==> src/phy_basic_consts.svh <==
/*
 * Named constants of the basic control and status registers and of the
 * serial management frame.
 * Assumes inclusion by bare name from the design module.
 */
// How it works
// - Duplex bit forces duplex unless negotiating
// - Collision test echoes transmit enable on collision
// - Reserved bits read zero, master writes zero
// - 100BASE-T4 capability bit fixed zero
// - 100BASE-TX full and half capability fixed one
// - 10BASE-T full and half capability fixed one
// - Preamble suppression reads zero; short preambles rejected
// - Negotiation complete bit follows negotiation state
// - Remote fault latches high, clears on read
// - Negotiation ability bit fixed one
// - Link bit latches low until status read
// - Jabber latches high in 10 Mbps only
// - Extended capability bit fixed one
// - Negotiation enable selects resolved speed and duplex
`ifndef PHY_BASIC_CONSTS_SVH
`define PHY_BASIC_CONSTS_SVH

`define REG_CONTROL        5'h00
`define REG_STATUS         5'h01

`define CTL_RESET_BIT      15
`define CTL_SPEED_BIT      13
`define CTL_ANEG_BIT       12
`define CTL_DUPLEX_BIT     8
`define CTL_COLTEST_BIT    7

`define CTL_SPEED_RST      1'h1
`define CTL_ANEG_RST       1'h1
`define CTL_DUPLEX_RST     1'h1
`define CTL_COLTEST_RST    1'h0

`define STS_T4_BIT         15
`define STS_TX_FD_BIT      14
`define STS_TX_HD_BIT      13
`define STS_10_FD_BIT      12
`define STS_10_HD_BIT      11
`define STS_PRESUP_BIT     6
`define STS_ANDONE_BIT     5
`define STS_RFAULT_BIT     4
`define STS_ANABLE_BIT     3
`define STS_LINK_BIT       2
`define STS_JABBER_BIT     1
`define STS_EXTCAP_BIT     0

`define MF_PREAMBLE_LEN    6'h20
`define MF_OP_LEN          6'h02
`define MF_ADDR_LEN        6'h0A
`define MF_DATA_LEN        6'h10
`define MF_OP_READ         2'h2
`define MF_OP_WRITE        2'h1

`endif

==> src/phy_basic_pkg.sv <==
/*
 * Types of the basic control and status block.
 * Assumes the constants header sits in the same folder.
 */
package phy_basic_pkg;

    typedef enum logic [2:0] {
        MF_PRE  = 3'h0,
        MF_ST   = 3'h1,
        MF_OP   = 3'h2,
        MF_ADDR = 3'h3,
        MF_TA   = 3'h4,
        MF_DATA = 3'h5
    } mf_state_t;

    typedef struct packed {
        logic speed;
        logic aneg;
        logic duplex;
        logic coltest;
    } ctrl_t;

    typedef struct packed {
        logic rfault;
        logic link_fail;
        logic jabber;
    } flags_t;

endpackage
==> src/phy_basic_mode_ctrl_status.sv <==
/*
 * Basic control and status registers of a 10/100 PHY reached over the
 * serial management pins, with the collision test path.
 * Assumes mdc, mdio and tx_en come from outside this clock domain; the
 * negotiation, link and jabber inputs come from PHY logic on clk.
 */
`timescale 1ns/10ps
`default_nettype none
`include "phy_basic_consts.svh"

module phy_basic_mode_ctrl_status (
    input  wire logic       clk,
    input  wire logic       reset,
    input  wire logic [4:0] phy_addr,
    input  wire logic       mdc,
    input  wire logic       mdio_in,
    output logic            mdio_out,
    output logic            mdio_oe,
    input  wire logic       tx_en,
    input  wire logic       col_in,
    output logic            col,
    input  wire logic       an_complete,
    input  wire logic       an_full_duplex,
    input  wire logic       an_speed_100,
    input  wire logic       partner_remote_fault,
    input  wire logic       link_ok,
    input  wire logic       jabber_detect,
    output logic            full_duplex,
    output logic            speed_100
);

    logic mdc_s1, mdc_s2, mdc_s3, mdio_s1, mdio_s2, tx_en_s1, tx_en_s2;

    always_ff @(posedge clk) begin
        mdc_s1   <= mdc;
        mdc_s2   <= mdc_s1;
        mdc_s3   <= mdc_s2;
        mdio_s1  <= mdio_in;
        mdio_s2  <= mdio_s1;
        tx_en_s1 <= tx_en;
        tx_en_s2 <= tx_en_s1;
    end

    logic mdc_rise;
    assign mdc_rise = mdc_s2 & ~mdc_s3;

    // Frame machine state
    phy_basic_pkg::mf_state_t state, next_state;
    logic [5:0]  cnt, next_cnt;
    logic [1:0]  op, next_op;
    logic [9:0]  addr, next_addr;
    logic [15:0] shift, next_shift;
    logic        is_read, next_is_read;
    logic        next_mdio_out, next_mdio_oe;
    logic        wr_stb, next_wr_stb;
    logic        sts_read;
    logic [15:0] rdata;

    // Register state
    phy_basic_pkg::ctrl_t  ctrl, next_ctrl;
    phy_basic_pkg::flags_t flags, next_flags;
    logic next_col, next_full_duplex, next_speed_100;
    logic soft_reset;

    logic [4:0] reg_sel;
    logic       addr_hit;
    assign reg_sel  = next_addr[4:0];
    assign addr_hit = (next_addr[9:5] == phy_addr);

    // Read word, live flags shown before the read clears them
    always_comb begin
        rdata = 16'h0000;
        if (reg_sel == `REG_CONTROL) begin
            rdata[`CTL_SPEED_BIT]   = speed_100;
            rdata[`CTL_ANEG_BIT]    = ctrl.aneg;
            rdata[`CTL_DUPLEX_BIT]  = full_duplex;
            rdata[`CTL_COLTEST_BIT] = ctrl.coltest;
        end else if (reg_sel == `REG_STATUS) begin
            rdata[`STS_T4_BIT]     = 1'b0;
            rdata[`STS_TX_FD_BIT]  = 1'b1;
            rdata[`STS_TX_HD_BIT]  = 1'b1;
            rdata[`STS_10_FD_BIT]  = 1'b1;
            rdata[`STS_10_HD_BIT]  = 1'b1;
            rdata[`STS_PRESUP_BIT] = 1'b0;
            rdata[`STS_ANDONE_BIT] = an_complete;
            rdata[`STS_RFAULT_BIT] = flags.rfault;
            rdata[`STS_ANABLE_BIT] = 1'b1;
            rdata[`STS_LINK_BIT]   = link_ok & ~flags.link_fail;
            rdata[`STS_JABBER_BIT] = flags.jabber;
            rdata[`STS_EXTCAP_BIT] = 1'b1;
        end
    end

    always_comb begin
        next_state    = state;
        next_cnt      = cnt;
        next_op       = op;
        next_addr     = addr;
        next_shift    = shift;
        next_is_read  = is_read;
        next_mdio_out = mdio_out;
        next_mdio_oe  = mdio_oe;
        next_wr_stb   = 1'b0;
        sts_read      = 1'b0;
        if (mdc_rise) begin
            unique case (state)
                phy_basic_pkg::MF_PRE: begin
                    if (mdio_s2) begin
                        if (cnt != `MF_PREAMBLE_LEN)
                            next_cnt = cnt + 6'h01;
                    end else if (cnt == `MF_PREAMBLE_LEN) begin
                        next_state = phy_basic_pkg::MF_ST;
                    end else begin
                        next_cnt = 6'h00;
                    end
                end
                phy_basic_pkg::MF_ST: begin
                    next_cnt   = 6'h00;
                    next_state = mdio_s2 ? phy_basic_pkg::MF_OP : phy_basic_pkg::MF_PRE;
                end
                phy_basic_pkg::MF_OP: begin
                    next_op  = {op[0], mdio_s2};
                    next_cnt = cnt + 6'h01;
                    if (next_cnt == `MF_OP_LEN) begin
                        next_cnt   = 6'h00;
                        next_state = phy_basic_pkg::MF_ADDR;
                        if (next_op != `MF_OP_READ && next_op != `MF_OP_WRITE)
                            next_state = phy_basic_pkg::MF_PRE;
                    end
                end
                phy_basic_pkg::MF_ADDR: begin
                    next_addr = {addr[8:0], mdio_s2};
                    next_cnt  = cnt + 6'h01;
                    if (next_cnt == `MF_ADDR_LEN) begin
                        next_cnt     = 6'h00;
                        next_state   = phy_basic_pkg::MF_TA;
                        next_is_read = (op == `MF_OP_READ) && addr_hit;
                        if (next_is_read) begin
                            next_shift = rdata;
                            sts_read   = (reg_sel == `REG_STATUS);
                        end
                    end
                end
                phy_basic_pkg::MF_TA: begin
                    if (cnt == 6'h00) begin
                        next_cnt      = 6'h01;
                        next_mdio_oe  = is_read;
                        next_mdio_out = 1'b0;
                    end else begin
                        next_cnt   = 6'h00;
                        next_state = phy_basic_pkg::MF_DATA;
                        if (is_read) begin
                            next_mdio_out = shift[15];
                            next_shift    = {shift[14:0], 1'b0};
                        end
                    end
                end
                phy_basic_pkg::MF_DATA: begin
                    next_cnt = cnt + 6'h01;
                    if (is_read) begin
                        next_mdio_out = shift[15];
                        next_shift    = {shift[14:0], 1'b0};
                    end else begin
                        next_shift = {shift[14:0], mdio_s2};
                    end
                    if (next_cnt == `MF_DATA_LEN) begin
                        next_cnt      = 6'h00;
                        next_state    = phy_basic_pkg::MF_PRE;
                        next_mdio_oe  = 1'b0;
                        next_mdio_out = 1'b0;
                        next_is_read  = 1'b0;
                        next_wr_stb   = (op == `MF_OP_WRITE) && (addr[9:5] == phy_addr);
                    end
                end
                default: begin
                    next_state = phy_basic_pkg::MF_PRE;
                    next_cnt   = 6'h00;
                end
            endcase
        end
    end

    always_ff @(posedge clk) begin
        if (reset) begin
            state    <= phy_basic_pkg::MF_PRE;
            cnt      <= 6'h00;
            op       <= 2'h0;
            addr     <= 10'h000;
            shift    <= 16'h0000;
            is_read  <= 1'b0;
            mdio_out <= 1'b0;
            mdio_oe  <= 1'b0;
            wr_stb   <= 1'b0;
        end else begin
            state    <= next_state;
            cnt      <= next_cnt;
            op       <= next_op;
            addr     <= next_addr;
            shift    <= next_shift;
            is_read  <= next_is_read;
            mdio_out <= next_mdio_out;
            mdio_oe  <= next_mdio_oe;
            wr_stb   <= next_wr_stb;
        end
    end

    assign soft_reset = wr_stb && (addr[4:0] == `REG_CONTROL) && shift[`CTL_RESET_BIT];

    always_comb begin
        next_ctrl  = ctrl;
        next_flags = flags;
        if (soft_reset) begin
            next_ctrl.speed   = `CTL_SPEED_RST;
            next_ctrl.aneg    = `CTL_ANEG_RST;
            next_ctrl.duplex  = `CTL_DUPLEX_RST;
            next_ctrl.coltest = `CTL_COLTEST_RST;
        end else if (wr_stb && addr[4:0] == `REG_CONTROL) begin
            next_ctrl.speed   = shift[`CTL_SPEED_BIT];
            next_ctrl.aneg    = shift[`CTL_ANEG_BIT];
            next_ctrl.duplex  = shift[`CTL_DUPLEX_BIT];
            next_ctrl.coltest = shift[`CTL_COLTEST_BIT];
        end
        // Clearing read loses to a same-cycle event
        next_flags.rfault    = (flags.rfault & ~sts_read) | partner_remote_fault;
        next_flags.link_fail = (flags.link_fail & ~sts_read) | ~link_ok;
        next_flags.jabber    = (flags.jabber & ~sts_read & ~soft_reset)
                             | (jabber_detect & ~speed_100);
        next_full_duplex = ctrl.aneg ? an_full_duplex : ctrl.duplex;
        next_speed_100   = ctrl.aneg ? an_speed_100 : ctrl.speed;
        next_col         = ctrl.coltest ? tx_en_s2 : col_in;
    end

    always_ff @(posedge clk) begin
        if (reset) begin
            ctrl.speed   <= `CTL_SPEED_RST;
            ctrl.aneg    <= `CTL_ANEG_RST;
            ctrl.duplex  <= `CTL_DUPLEX_RST;
            ctrl.coltest <= `CTL_COLTEST_RST;
            flags        <= '0;
            full_duplex  <= 1'b0;
            speed_100    <= 1'b0;
            col          <= 1'b0;
        end else begin
            ctrl        <= next_ctrl;
            flags       <= next_flags;
            full_duplex <= next_full_duplex;
            speed_100   <= next_speed_100;
            col         <= next_col;
        end
    end

endmodule
`default_nettype wire

==> config.mk <==
export PLATFORM = sky130hd
export DESIGN_NAME = phy_basic_mode_ctrl_status
export DESIGN_NICKNAME = d
export VERILOG_FILES = /design/src/phy_basic_pkg.sv /design/src/phy_basic_mode_ctrl_status.sv
export VERILOG_INCLUDE_DIRS = /design/src
export SDC_FILE = /design/constraint.sdc
export NUM_CORES = 1
export LEC_CHECK = 0
export BUFFER_PORTS_ARGS = -buffer_cell sky130_fd_sc_hd__buf_2
export CAP_MARGIN = 20
export CORE_UTILIZATION = 40
export DETAILED_ROUTE_END_ITERATION = 10
export GPL_TIMING_DRIVEN = 0
export HOLD_SLACK_MARGIN = 0.06
export PLACE_DENSITY = 0.66
export SLEW_MARGIN = 20
export SYNTH_ARGS = -nofsm -noshare
export SYNTH_HDL_FRONTEND = slang
export SYNTH_SLANG_ARGS = --single-unit
export TNS_END_PERCENT = 20
==> constraint.sdc <==
create_clock -name clk -period 2.9 [get_ports clk]
set_clock_uncertainty 0.05 [all_clocks]
set_input_delay 0.145 -clock clk [delete_from_list [all_inputs] [get_ports clk]]
set_output_delay 0.145 -clock clk [all_outputs]
set_load 0.01 [all_outputs]
## Word level (Yosys, flattened, before mapping)

Cells that the tools add are included.

- Register bits after elaboration: 58
- Latch bits: 0
- RAM bits: 0
- Bits in read-only memories: 0
- Input bits: 17
- Output and inout port bits: 5
- Logic and storage cells: 143
- Memories kept: 0

- $add $sub $neg: 1
- Multiply operators: 0
- Divide/modulo/power cells: 0
- Order comparisons: 0
- Equal/unequal tests: 28
- Shift operators: 0
- Multiplexer cells: 48
- Bitwise gates (word level): 19
- Reduce and logical (&&, ||, !) cells: 21

Operators with widths:

| cell | count |
|---|---|
| 2-to-1 mux 16 bit | 4 |
| 2-to-1 mux 6 bit | 8 |
| one-hot mux 16 bit (3 select lines) | 1 |
| one-hot mux 6 bit (5 select lines) | 1 |
| 2-to-1 mux 10 bit | 2 |
| != test 2 bit (second input constant) | 10 |
| 2-to-1 mux 3 bit | 6 |
| one-hot mux 3 bit (6 select lines) | 1 |
| 2-to-1 mux 1 bit | 16 |
| equality test 5 bit | 2 |
| zero test 5 bit | 2 |
| 2-to-1 mux 2 bit | 5 |
| inverter 1 bit | 9 |
| AND reduction 4 bit | 2 |
| bitwise AND 1 bit | 7 |
| AND reduction 7 bit | 1 |
| adder 6 x 1 -> 6 bit (second input constant) | 1 |
| equality test 3 x 2 -> 1 bit (second input constant) | 2 |
| equality test 3 bit (second input constant) | 2 |
| equality test 6 x 2 -> 1 bit (second input constant) | 1 |
| equality test 6 x 4 -> 1 bit (second input constant) | 1 |
| equality test 6 x 5 -> 1 bit (second input constant) | 1 |
| equality test 6 bit (second input constant) | 1 |
| zero test 6 bit | 1 |
| 19 further kinds | 30 |

## Logic depth before layout (Yosys ltp)

Gate-level depths: netlist of the first run.

- Depth after elaboration: 13
- Gate-level depth with buffers: 9
- Gate-level depth less buffers: 8

## Worst setup path after synthesis of the first run

OpenSTA, ideal clock, no wires.

- Path type: register to register
- Start point: register cnt[0]
- End point: register shift[9]
- Library setup time: 0.129 ns
- Data arrival time: 1.971 ns
- Required time: 2.721 ns
- Path slack: 0.749 ns
- Cell stages (with the launch flop): 10
- Path buffers: 1
- Period minus slack after synthesis: 2.151 ns
- Cell sequence: dfxtp_1 > inv_1 > ha_1 > nor4b_2 > nor2b_1 > a311oi_1 > nand2_1 > nor2_2 > buf_2 > o32ai_1

- Longest elaborated chain between the ends: 4
- Elaborated cells between the ends (all ways): 6
- Those cells by class: add/sub (1); eq/ne (3); reduce/logical (2)

Ends and longest elaborated chain:

| what | line | text |
|---|---|---|
| from (decl) | phy_basic_mode_ctrl_status.sv:49 | `logic [5:0] cnt, next_cnt;` |
| from (signal assigned) | phy_basic_mode_ctrl_status.sv:196 | `cnt <= next_cnt;` |
| adder 6 x 1 -> 6 bit | phy_basic_mode_ctrl_status.sv:133 | `next_cnt = cnt + 6'h01;` |
| equality test 6 x 4 -> 1 bit (no line) | - |  |
| != test 2 bit (no line) | - |  |
| AND reduction 6 bit (no line) * | - |  |
| to (signal assigned) | phy_basic_mode_ctrl_status.sv:199 | `shift <= next_shift;` |
| to (decl) | phy_basic_mode_ctrl_status.sv:52 | `logic [15:0] shift, next_shift;` |

Every way passes the cells marked *; elsewhere a longest branch is shown, timed or not.
A chain may end at the register's enable or synchronous reset.

## Worst setup path in the final report of the first run

Same ends and word-level chain as after synthesis.

==> reports/summary.md, run 1 <==
Outcome
- completed — status

Setup path
- flop — category of the worst setup path capture point
- flop — startpoint types
- 0.53 ns — maximum single-stage delay on the critical path
- compound AO/OA/AOI/OAI gates — CP delay by family, top
- 10 — CP Max Fanout
- ha_1 -> and4bb_1 -> o31ai_2 -> o41ai_1 -> nand2_1 -> nor2_2 -> buf_2 -> o32ai_1 — crit path cell chain
- sky130_fd_sc_hd__o41ai_1 — Crit-path slowest cell
- 1 — number of buffers and inverters on the critical path
- 3.05 ns — CP required
- flop to flop — Worst Path Class, Setup
- 2.85 ns — Data arrival, critical path

Layout
- 18.22% — layout overhead on the synthesized area
- 13.04% — ratio of cells with drive above 1 in the final layout
- 429 — post-layout net count
- 49.03% — share of the core filled with cells in the final layout
- 0 — number of antenna repair diodes

STA
- 0 — fin. max-slew vios
- 0 — final setup violation count
- 0.9364 ns — transition time at the pin with the least slew margin
- 93.11% — ratio of final minimum period to clock period
- 0.2700 ns — Final Hold Slack
- 0 — final count of hold timing violations
- no — unrepaired setup endpoints after global routing
- 0.3704 GHz — f_max
- 2.700 ns — post-layout minimum cycle time
- 37.04% — Max transition margin
- 0 ns — Final TNS setup
- 0.1999 ns — worst setup margin

Power
- 0.3878 mW — switching pwr
- 489.4 nW/um^2 — power density cells
- 46.8% — share of power burned in registers
- 1.740 mW — Power, Total
- 22.29% — Sw Share
- 1.239 nW — leakage power total
- 5.6% — share of power burned in combinational logic
- 1.352 mW — Int Power
- 47.6% — power share of the clock group
- 0.0003619 V — peak supply drop

Floorplan
- 22 — Ports
- 41.47% — initial core utilization
- 88.72 um — x dimension of the die
- 31 — cell row count
- 7870 um^2 — floorplan die area
- 7253 um^2 — area inside the core boundary
- 88.72 um — vertical extent of the die

Min path
- primary input to flop — path class of the lowest-slack min-delay path

Synthesis
- 28.08% — Synth Area in Compound Gates
- 3008 um^2 — combined area of all synthesized cells
- 58 — flops & latches, synth
- 1.456% — xor/xnor cell area share of the yosys netlist
- 1.248% — Post-Synth Adder-Cell Area
- 38.60% — share of the yosys chip area belonging to registers
- 38.60% — post-synth top area share
- 59 — distinct cell type count of the synthesized netlist
- 367 — post-synthesis cell count
- 0% — share of flip-flops with an asynchronous set or reset
- sky130_fd_sc_hd__dfxtp_1, sky130_fd_sc_hd__a21oi_1, sky130_fd_sc_hd__nand2_1 — largest cells by area after synthesis
- compound AO/OA/AOI/OAI gates — dominant combinational cell family by area after synthesis
- sky130_fd_sc_hd__dfxtp_1 — top flip-flop cell by instance count after synthesis
- sky130_fd_sc_hd__dfxtp_1 — cell type with the largest total area after synthesis
- 0 — Post-synth EDFFs
- 0 — Ys Warns
- 2.704% — multiplexer share of the synthesized area
- 8.196 um^2 — Mapped Avg Cell Area
- 387 — Net Count, Synth
- 22.55% — Post-Synth Simple-Gate Area

CTS
- done — clock tree from TritonCTS
- 0.07 ns — clock transition at the registers of the reported paths
- 3 — H-tree depth reported by CTS
- sky130_fd_sc_hd__clkbuf_8 — Root Buffer Master
- 9 — number of buffers added by the clock tree synthesis step
- 0 — post-CTS setup buffer count
- 0 — post-cts resize count
- 0.34 ns — clock insertion delay at the later pin of the skew report
- 58 — sinks on the clock net
- 2 — Clock Path Buffers

Drt
- 0 — DRC
- 209 — count of routing violations after the opening detailed-route iteration
- 3027 — total via count in the routed design
- 5.901 — post-detailed-route via-to-cell ratio
- 5 — DRT Pass-1 Iters
- 15.84 um — average wire length per cell after detail routing
- 0 — remaining antenna violation count
- 8.125 mm — final wirelength

Job
- 0 — maximum capacitance violations

Global route
- 29.05% — met1 GRT Util
- 21.75% — Overall Global Routing Usage
- 0 — number of antenna violations at the first check in global routing
- 13.01 mm — wire length of the first global-routing pass
- 4.851% — met3 layer usage reported by global route
- 11 — pin count of the biggest net entering global routing
- 2656 — number of global-route vias before repair
- 33.85% — GR Util met2
- met2 — peak-usage layer in the global routing report
- 0 — total congestion overflow

Placement
- 21 — # port buffers
- 5.716 mm — DPL Wire Length
- 0.8931 — RD Place Congestion
- 0.2565 ns — Post-Place Setup Slack

-- power by group through the flow --
stage | sequential [mW] | clock [mW] | combinational, mW
finish | 0.814 | 0.828 | 0.0979
global route | 0.814 | 0.879 | 0.107
CTS | 0.814 | 0.843 | 0.0971
detailed placement | 0.831 | 0 | 0.0866
global placement | 0.831 | 0 | 0.0851
floorplan | 0.831 | 0 | 0.0510
-- timing repair --
item,4_1_cts,5_1_grt
hold buffers,10,0
endpoints found under the setup margin,0,0
hold endpoints to repair,10,0
-- metal layers --
| metal | share of wire [%] | up-vias |
|---|---|---|
| li1 | - | 1443 |
| met1 | 47 | 1444 |
| met2 | 45 | 124 |
| met3 | 6.4 | 16 |
| met4 | 2.0 | 0 |
| met5 | 0 | - |
-- cell usage in the layout, fill, tap and decap left out, drive strengths merged, types with 2 or more instances in the layout --
master	instances
o41ai	3
a311oi	7
dlygate4sd3	10
ha	3
or4	4
nand3b	2
nand3	7
clkinv	2
nor2	23
nor4	5
nand2b	10
mux2i	7
o22ai	2
a22oi	5
a21oi	47
nand2	40
o2111ai	5
a211oi	10
nor3b	2
bufinv	2
o31ai	3
nor3	9
inv	19
buf	29
o211ai	2
a32oi	5
or3b	2
nor2b	9
clkbuf	25
and3	5
a31oi	2
o32ai	4
o21ai	22
dfxtp	58
xnor2	4
-- per-stage QoR --
step                      cells  area, um^2
after detailed placement    487        3237
after floorplan             367        3008
after CTS                   513        3556
after global routing        513        3556
final                       513        3556
after global placement      487        3237
-- worst paths after layout --
path,from,end,slack [ns],cells after the start
worst max-delay path,cnt[0]$_SDFFE_PP0P_,shift[9]$_SDFFE_PP0P_,0.20,8
worst min register to register,mdio_s1$_DFF_P_,mdio_s2$_DFF_P_,0.28,0
worst max register to register,cnt[0]$_SDFFE_PP0P_,shift[9]$_SDFFE_PP0P_,0.20,8
worst min-delay path,an_complete,shift[5]$_SDFFE_PP0P_,0.27,4
-- tightest hold or removal path: stages --
cell	delay, ns
sky130_fd_sc_hd__buf_2	0.09
sky130_fd_sc_hd__a22oi_1	0.18
sky130_fd_sc_hd__or4_1	0.14
sky130_fd_sc_hd__o21ai_1	0.05
-- cells by family after synthesis --
group / after synthesis
adders and majority gates: 3
muxes: 8
DFF: 58
buffers and inverters: 41
AOI/OAI and AO/OA: 126
and+or+nand+nor: 126
xor gates and xnor gates: 5
-- registers in the layout (all words and copies together) (netlist names), 2 cells and up --
name	flops
shift	16
addr	10
cnt	6
ctrl	4
flags	3
state	3
op	2
-- cell usage after synthesis (all sizes together) (2+ instances only) --
master,n
clkbuf,14
xnor2,4
o2111ai,5
o211ai,2
o31ai,3
nand3b,2
or3b,2
or4,4
a311oi,7
nor4,5
o22ai,2
a22oi,5
a211oi,10
inv,19
ha,3
a21oi,47
a31oi,2
and3,5
nand2b,10
dfxtp,58
nand3,7
mux2i,7
buf,8
o41ai,3
nand2,40
o32ai,4
nor2,23
a32oi,5
nor2b,9
nor3b,2
o21ai,22
nor3,9
-- layout make-up --
cell class,instances,area (um^2)
Buffer,22,90.09
Clock buffer,11,141.4
Clock inverter,5,77.57
Fill cell,718,3697
Inverter,19,71.32
Multi-Input combinational cell,268,1685
Sequential cell,58,1161
Tap cell,99,123.9
Timing Repair Buffer,31,205.2
No activity file was read; power rests on OpenSTA's default activity.
==> run 2, diff against run 1 <==
==> constraint.sdc (replaced) <==
create_clock -name clk -period 3.4 [get_ports clk]
set_clock_uncertainty 0.05 [all_clocks]
set_input_delay 0.17 -clock clk [delete_from_list [all_inputs] [get_ports clk]]
set_output_delay 0.17 -clock clk [all_outputs]
set_load 0.02 [all_outputs]
==> run 2 against run 1 <==
Die area unchanged. Sequential cell count did not move. Fmax shrank 0.14%. Clock power down 14%. Total power is 15% lower. Utilization is 0.14 points lower. Wire length down 0.14%. First-iteration DRC count rose by 40%. Critical path type unchanged.
==> reports/summary.md, run 2 (same netlist as run 1, synthesis figures left out) <==
Outcome
- completed — status, unchanged

Placement
- 5.716 mm — DPL Wire Length, unchanged
- 21 — # port buffers, unchanged
- 0.8931 — RD Place Congestion, unchanged
- 3237 um^2 — placed cell area, unchanged
- 0.7565 ns — Post-Place Setup Slack, was 0.2565 ns

Setup path
- flop to flop — Worst Path Class, Setup, unchanged
- cnt[0]$_SDFFE_PP0P_ — worst setup path startpoint, unchanged
- 0.70 ns — flop2flop setup slack, was 0.20 ns
- 2.86 ns — Data arrival, critical path, was 2.85 ns
- flop — category of the worst setup path capture point, unchanged
- compound AO/OA/AOI/OAI gates — CP delay by family, top, unchanged
- cnt[0]$_SDFFE_PP0P_ — launch instance of the worst register-to-register path, unchanged
- 0.53 ns — maximum single-stage delay on the critical path, about the same
- flop — startpoint types, unchanged
- ha_1 -> and4bb_1 -> o31ai_2 -> o41ai_1 -> nand2_1 -> nor2_2 -> buf_2 -> o32ai_1 — crit path cell chain, unchanged
- 3.55 ns — CP required, was 3.05 ns
- 10 — CP Max Fanout, unchanged
- sky130_fd_sc_hd__o41ai_1 — Crit-path slowest cell, unchanged
- 1 — number of buffers and inverters on the critical path, unchanged

Drt
- 5 — DRT Pass-1 Iters, unchanged
- 15.85 um — average wire length per cell after detail routing, was 15.84 um
- 8.114 mm — final wirelength, was 8.125 mm
- 3005 — total via count in the routed design, was 3027
- 293 — count of routing violations after the opening detailed-route iteration, was 209
- 0 — DRC, unchanged
- 5.869 — post-detailed-route via-to-cell ratio, was 5.901
- 0 — remaining antenna violation count, unchanged

Layout
- shift (16), addr (10), cnt (6) — registers with the most flip-flops, unchanged
- sky130_fd_sc_hd__dfxtp_1, sky130_fd_sc_hd__a21oi_1, sky130_fd_sc_hd__nand2_1, sky130_fd_sc_hd__buf_2, sky130_fd_sc_hd__nor2_1 — commonest cells after routing, fill and taps aside, unchanged
- 1161 um^2 — Storage cell area, unchanged
- 1685 um^2 — area occupied by multi-input gates, unchanged
- 13.08% — ratio of cells with drive above 1 in the final layout, was 13.04%
- 0 — number of antenna repair diodes, unchanged
- 16 — max reg flops, unchanged
- 17.89% — layout overhead on the synthesized area, was 18.22%
- 48.89% — share of the core filled with cells in the final layout, was 49.03%
- 428 — post-layout net count, was 429
- 720 — count of filler cells inserted in the layout, was 718
- sky130_fd_sc_hd__dfxtp_1 — most common cell after layout, fill and taps aside, unchanged
- 3546 um^2 — Finished Cell Area, was 3556 um^2
- shift — Top reg by flops, unchanged

STA
- 36.36% — Max transition margin, was 37.04%
- 0 — final count of hold timing violations, unchanged
- 0.9465 ns — transition time at the pin with the least slew margin, was 0.9364 ns
- 0 — final setup violation count, unchanged
- 0.6961 ns — worst setup margin, was 0.1999 ns
- no — unrepaired setup endpoints after global routing, unchanged
- 0 — fin. max-slew vios, unchanged
- 79.53% — ratio of final minimum period to clock period, was 93.11%
- 0.3698 GHz — f_max, was 0.3704 GHz
- 0 ns — Final TNS setup, unchanged
- 2.704 ns — post-layout minimum cycle time, was 2.700 ns

Global route
- 0 — total congestion overflow, unchanged
- 11 — pin count of the biggest net entering global routing, unchanged
- 13.04 mm — wire length of the first global-routing pass, was 13.01 mm
- 21.79% — Overall Global Routing Usage, was 21.75%
- 0 — number of antenna violations at the first check in global routing, unchanged
- 2654 — number of global-route vias before repair, was 2656

Power
- 22.44% — Sw Share, was 22.29%
- 5.7% — share of power burned in combinational logic, was 5.6%
- 1.235 nW — leakage power total, was 1.239 nW
- 47.6% — power share of the clock group, about the same
- 0.0003135 V — peak supply drop, was 0.0003619 V
- 1.486 mW — Power, Total, was 1.740 mW
- 1.153 mW — Int Power, was 1.352 mW
- 419.2 nW/um^2 — power density cells, was 489.4 nW/um^2
- 0.3336 mW — switching pwr, was 0.3878 mW
- 46.7% — share of power burned in registers, was 46.8%

CTS
- 9 — number of buffers added by the clock tree synthesis step, unchanged
- 58 — sinks on the clock net, unchanged
- 2 — Clock Path Buffers, unchanged
- 0.07 ns — clock transition at the registers of the reported paths, about the same
- 3 — H-tree depth reported by CTS, unchanged
- 0 — post-CTS setup buffer count, unchanged
- sky130_fd_sc_hd__clkbuf_8 — Root Buffer Master, unchanged
- done — clock tree from TritonCTS, unchanged
- 0.34 ns — clock insertion delay at the later pin of the skew report, about the same

Floorplan
- 31 — cell row count, unchanged
- 88.72 um — x dimension of the die, unchanged
- 88.72 um — vertical extent of the die, unchanged
- 41.47% — initial core utilization, unchanged
- 7253 um^2 — area inside the core boundary, unchanged
- 22 — Ports, unchanged
- 7870 um^2 — floorplan die area, unchanged

Job
- 0 — maximum capacitance violations, unchanged

Min path
- primary input to flop — path class of the lowest-slack min-delay path, unchanged
- reset — Min-Delay Startpoint, was an_complete

-- run 2: cell types whose count changed in the layout (fill, tap and decap cells not counted), sizes merged --
cell | before | now
dlygate4sd3 | 10 | 9
-- run 2: worst register-to-register path: cells and delay by family (launching register included) --
family / cells / cell delay, ns
flops: 1 / 0.43
fa+ha+maj: 1 / 0.30
simple gates: 3 / 0.72
compound gates: 3 / 0.78
buf+inv: 1 / 0.29
-- run 2: path summary, 6_finish.rpt --
path,endpoint,depth (start not counted)
worst min register to register,mdio_s2$_DFF_P_,0
worst min-delay path,shift[5]$_SDFFE_PP0P_,3
worst max-delay path,shift[9]$_SDFFE_PP0P_,8
worst max register to register,shift[9]$_SDFFE_PP0P_,8
-- run 2: metrics by stage --
| step | std cells | hold WS, ns |
|---|---|---|
| 2_1_floorplan | 367 | 0.1477 |
| 3_3_place_gp | 487 | 0.2226 |
| 3_5_place_dp | 487 | 0.2261 |
| 4_1_cts | 512 | 0.08019 |
| 5_1_grt | 512 | 0.1211 |
| 6_report | 512 | 0.08964 |
-- run 2: timing repair --
| action | CTS | global route |
|---|---|---|
| hold buffers | 9 | 0 |
| endpoints found under the hold margin | 9 | 0 |
| gates resized for setup | 0 | 0 |
-- run 2: layout make-up --
class                      count  area share, %
tap                           99          3.493
inverter                      19          2.011
buffer                        22          2.541
timing repair buffer          30          5.505
sequential                    58          32.75
clock inverter                 5          2.188
multi-input combinational    268          47.53
clock buffer                  11          3.987
-- run 2: layer usage --
metal | part of all wire (%) | up-vias | global-route usage, % | wire length [um]
met2 | 45 | 116 | 33.85 | 3635
met3 | 6.3 | 12 | 4.851 | 509
met4 | 1.9 | 0 | 9.091 | 151
li1 | - | 1434 | - | -
met1 | 47 | 1443 | 29.17 | 3817
met5 | 0 | - | 0 | 0
-- run 2: power groups by stage --
stage / Clock (mW) / Combinational [mW] / Sequential, mW
global placement: 0 / 0.0740 / 0.709
detailed placement: 0 / 0.0753 / 0.709
finish: 0.708 / 0.0841 / 0.694
floorplan: 0 / 0.0435 / 0.710
CTS: 0.719 / 0.0834 / 0.694
global route: 0.750 / 0.0918 / 0.695
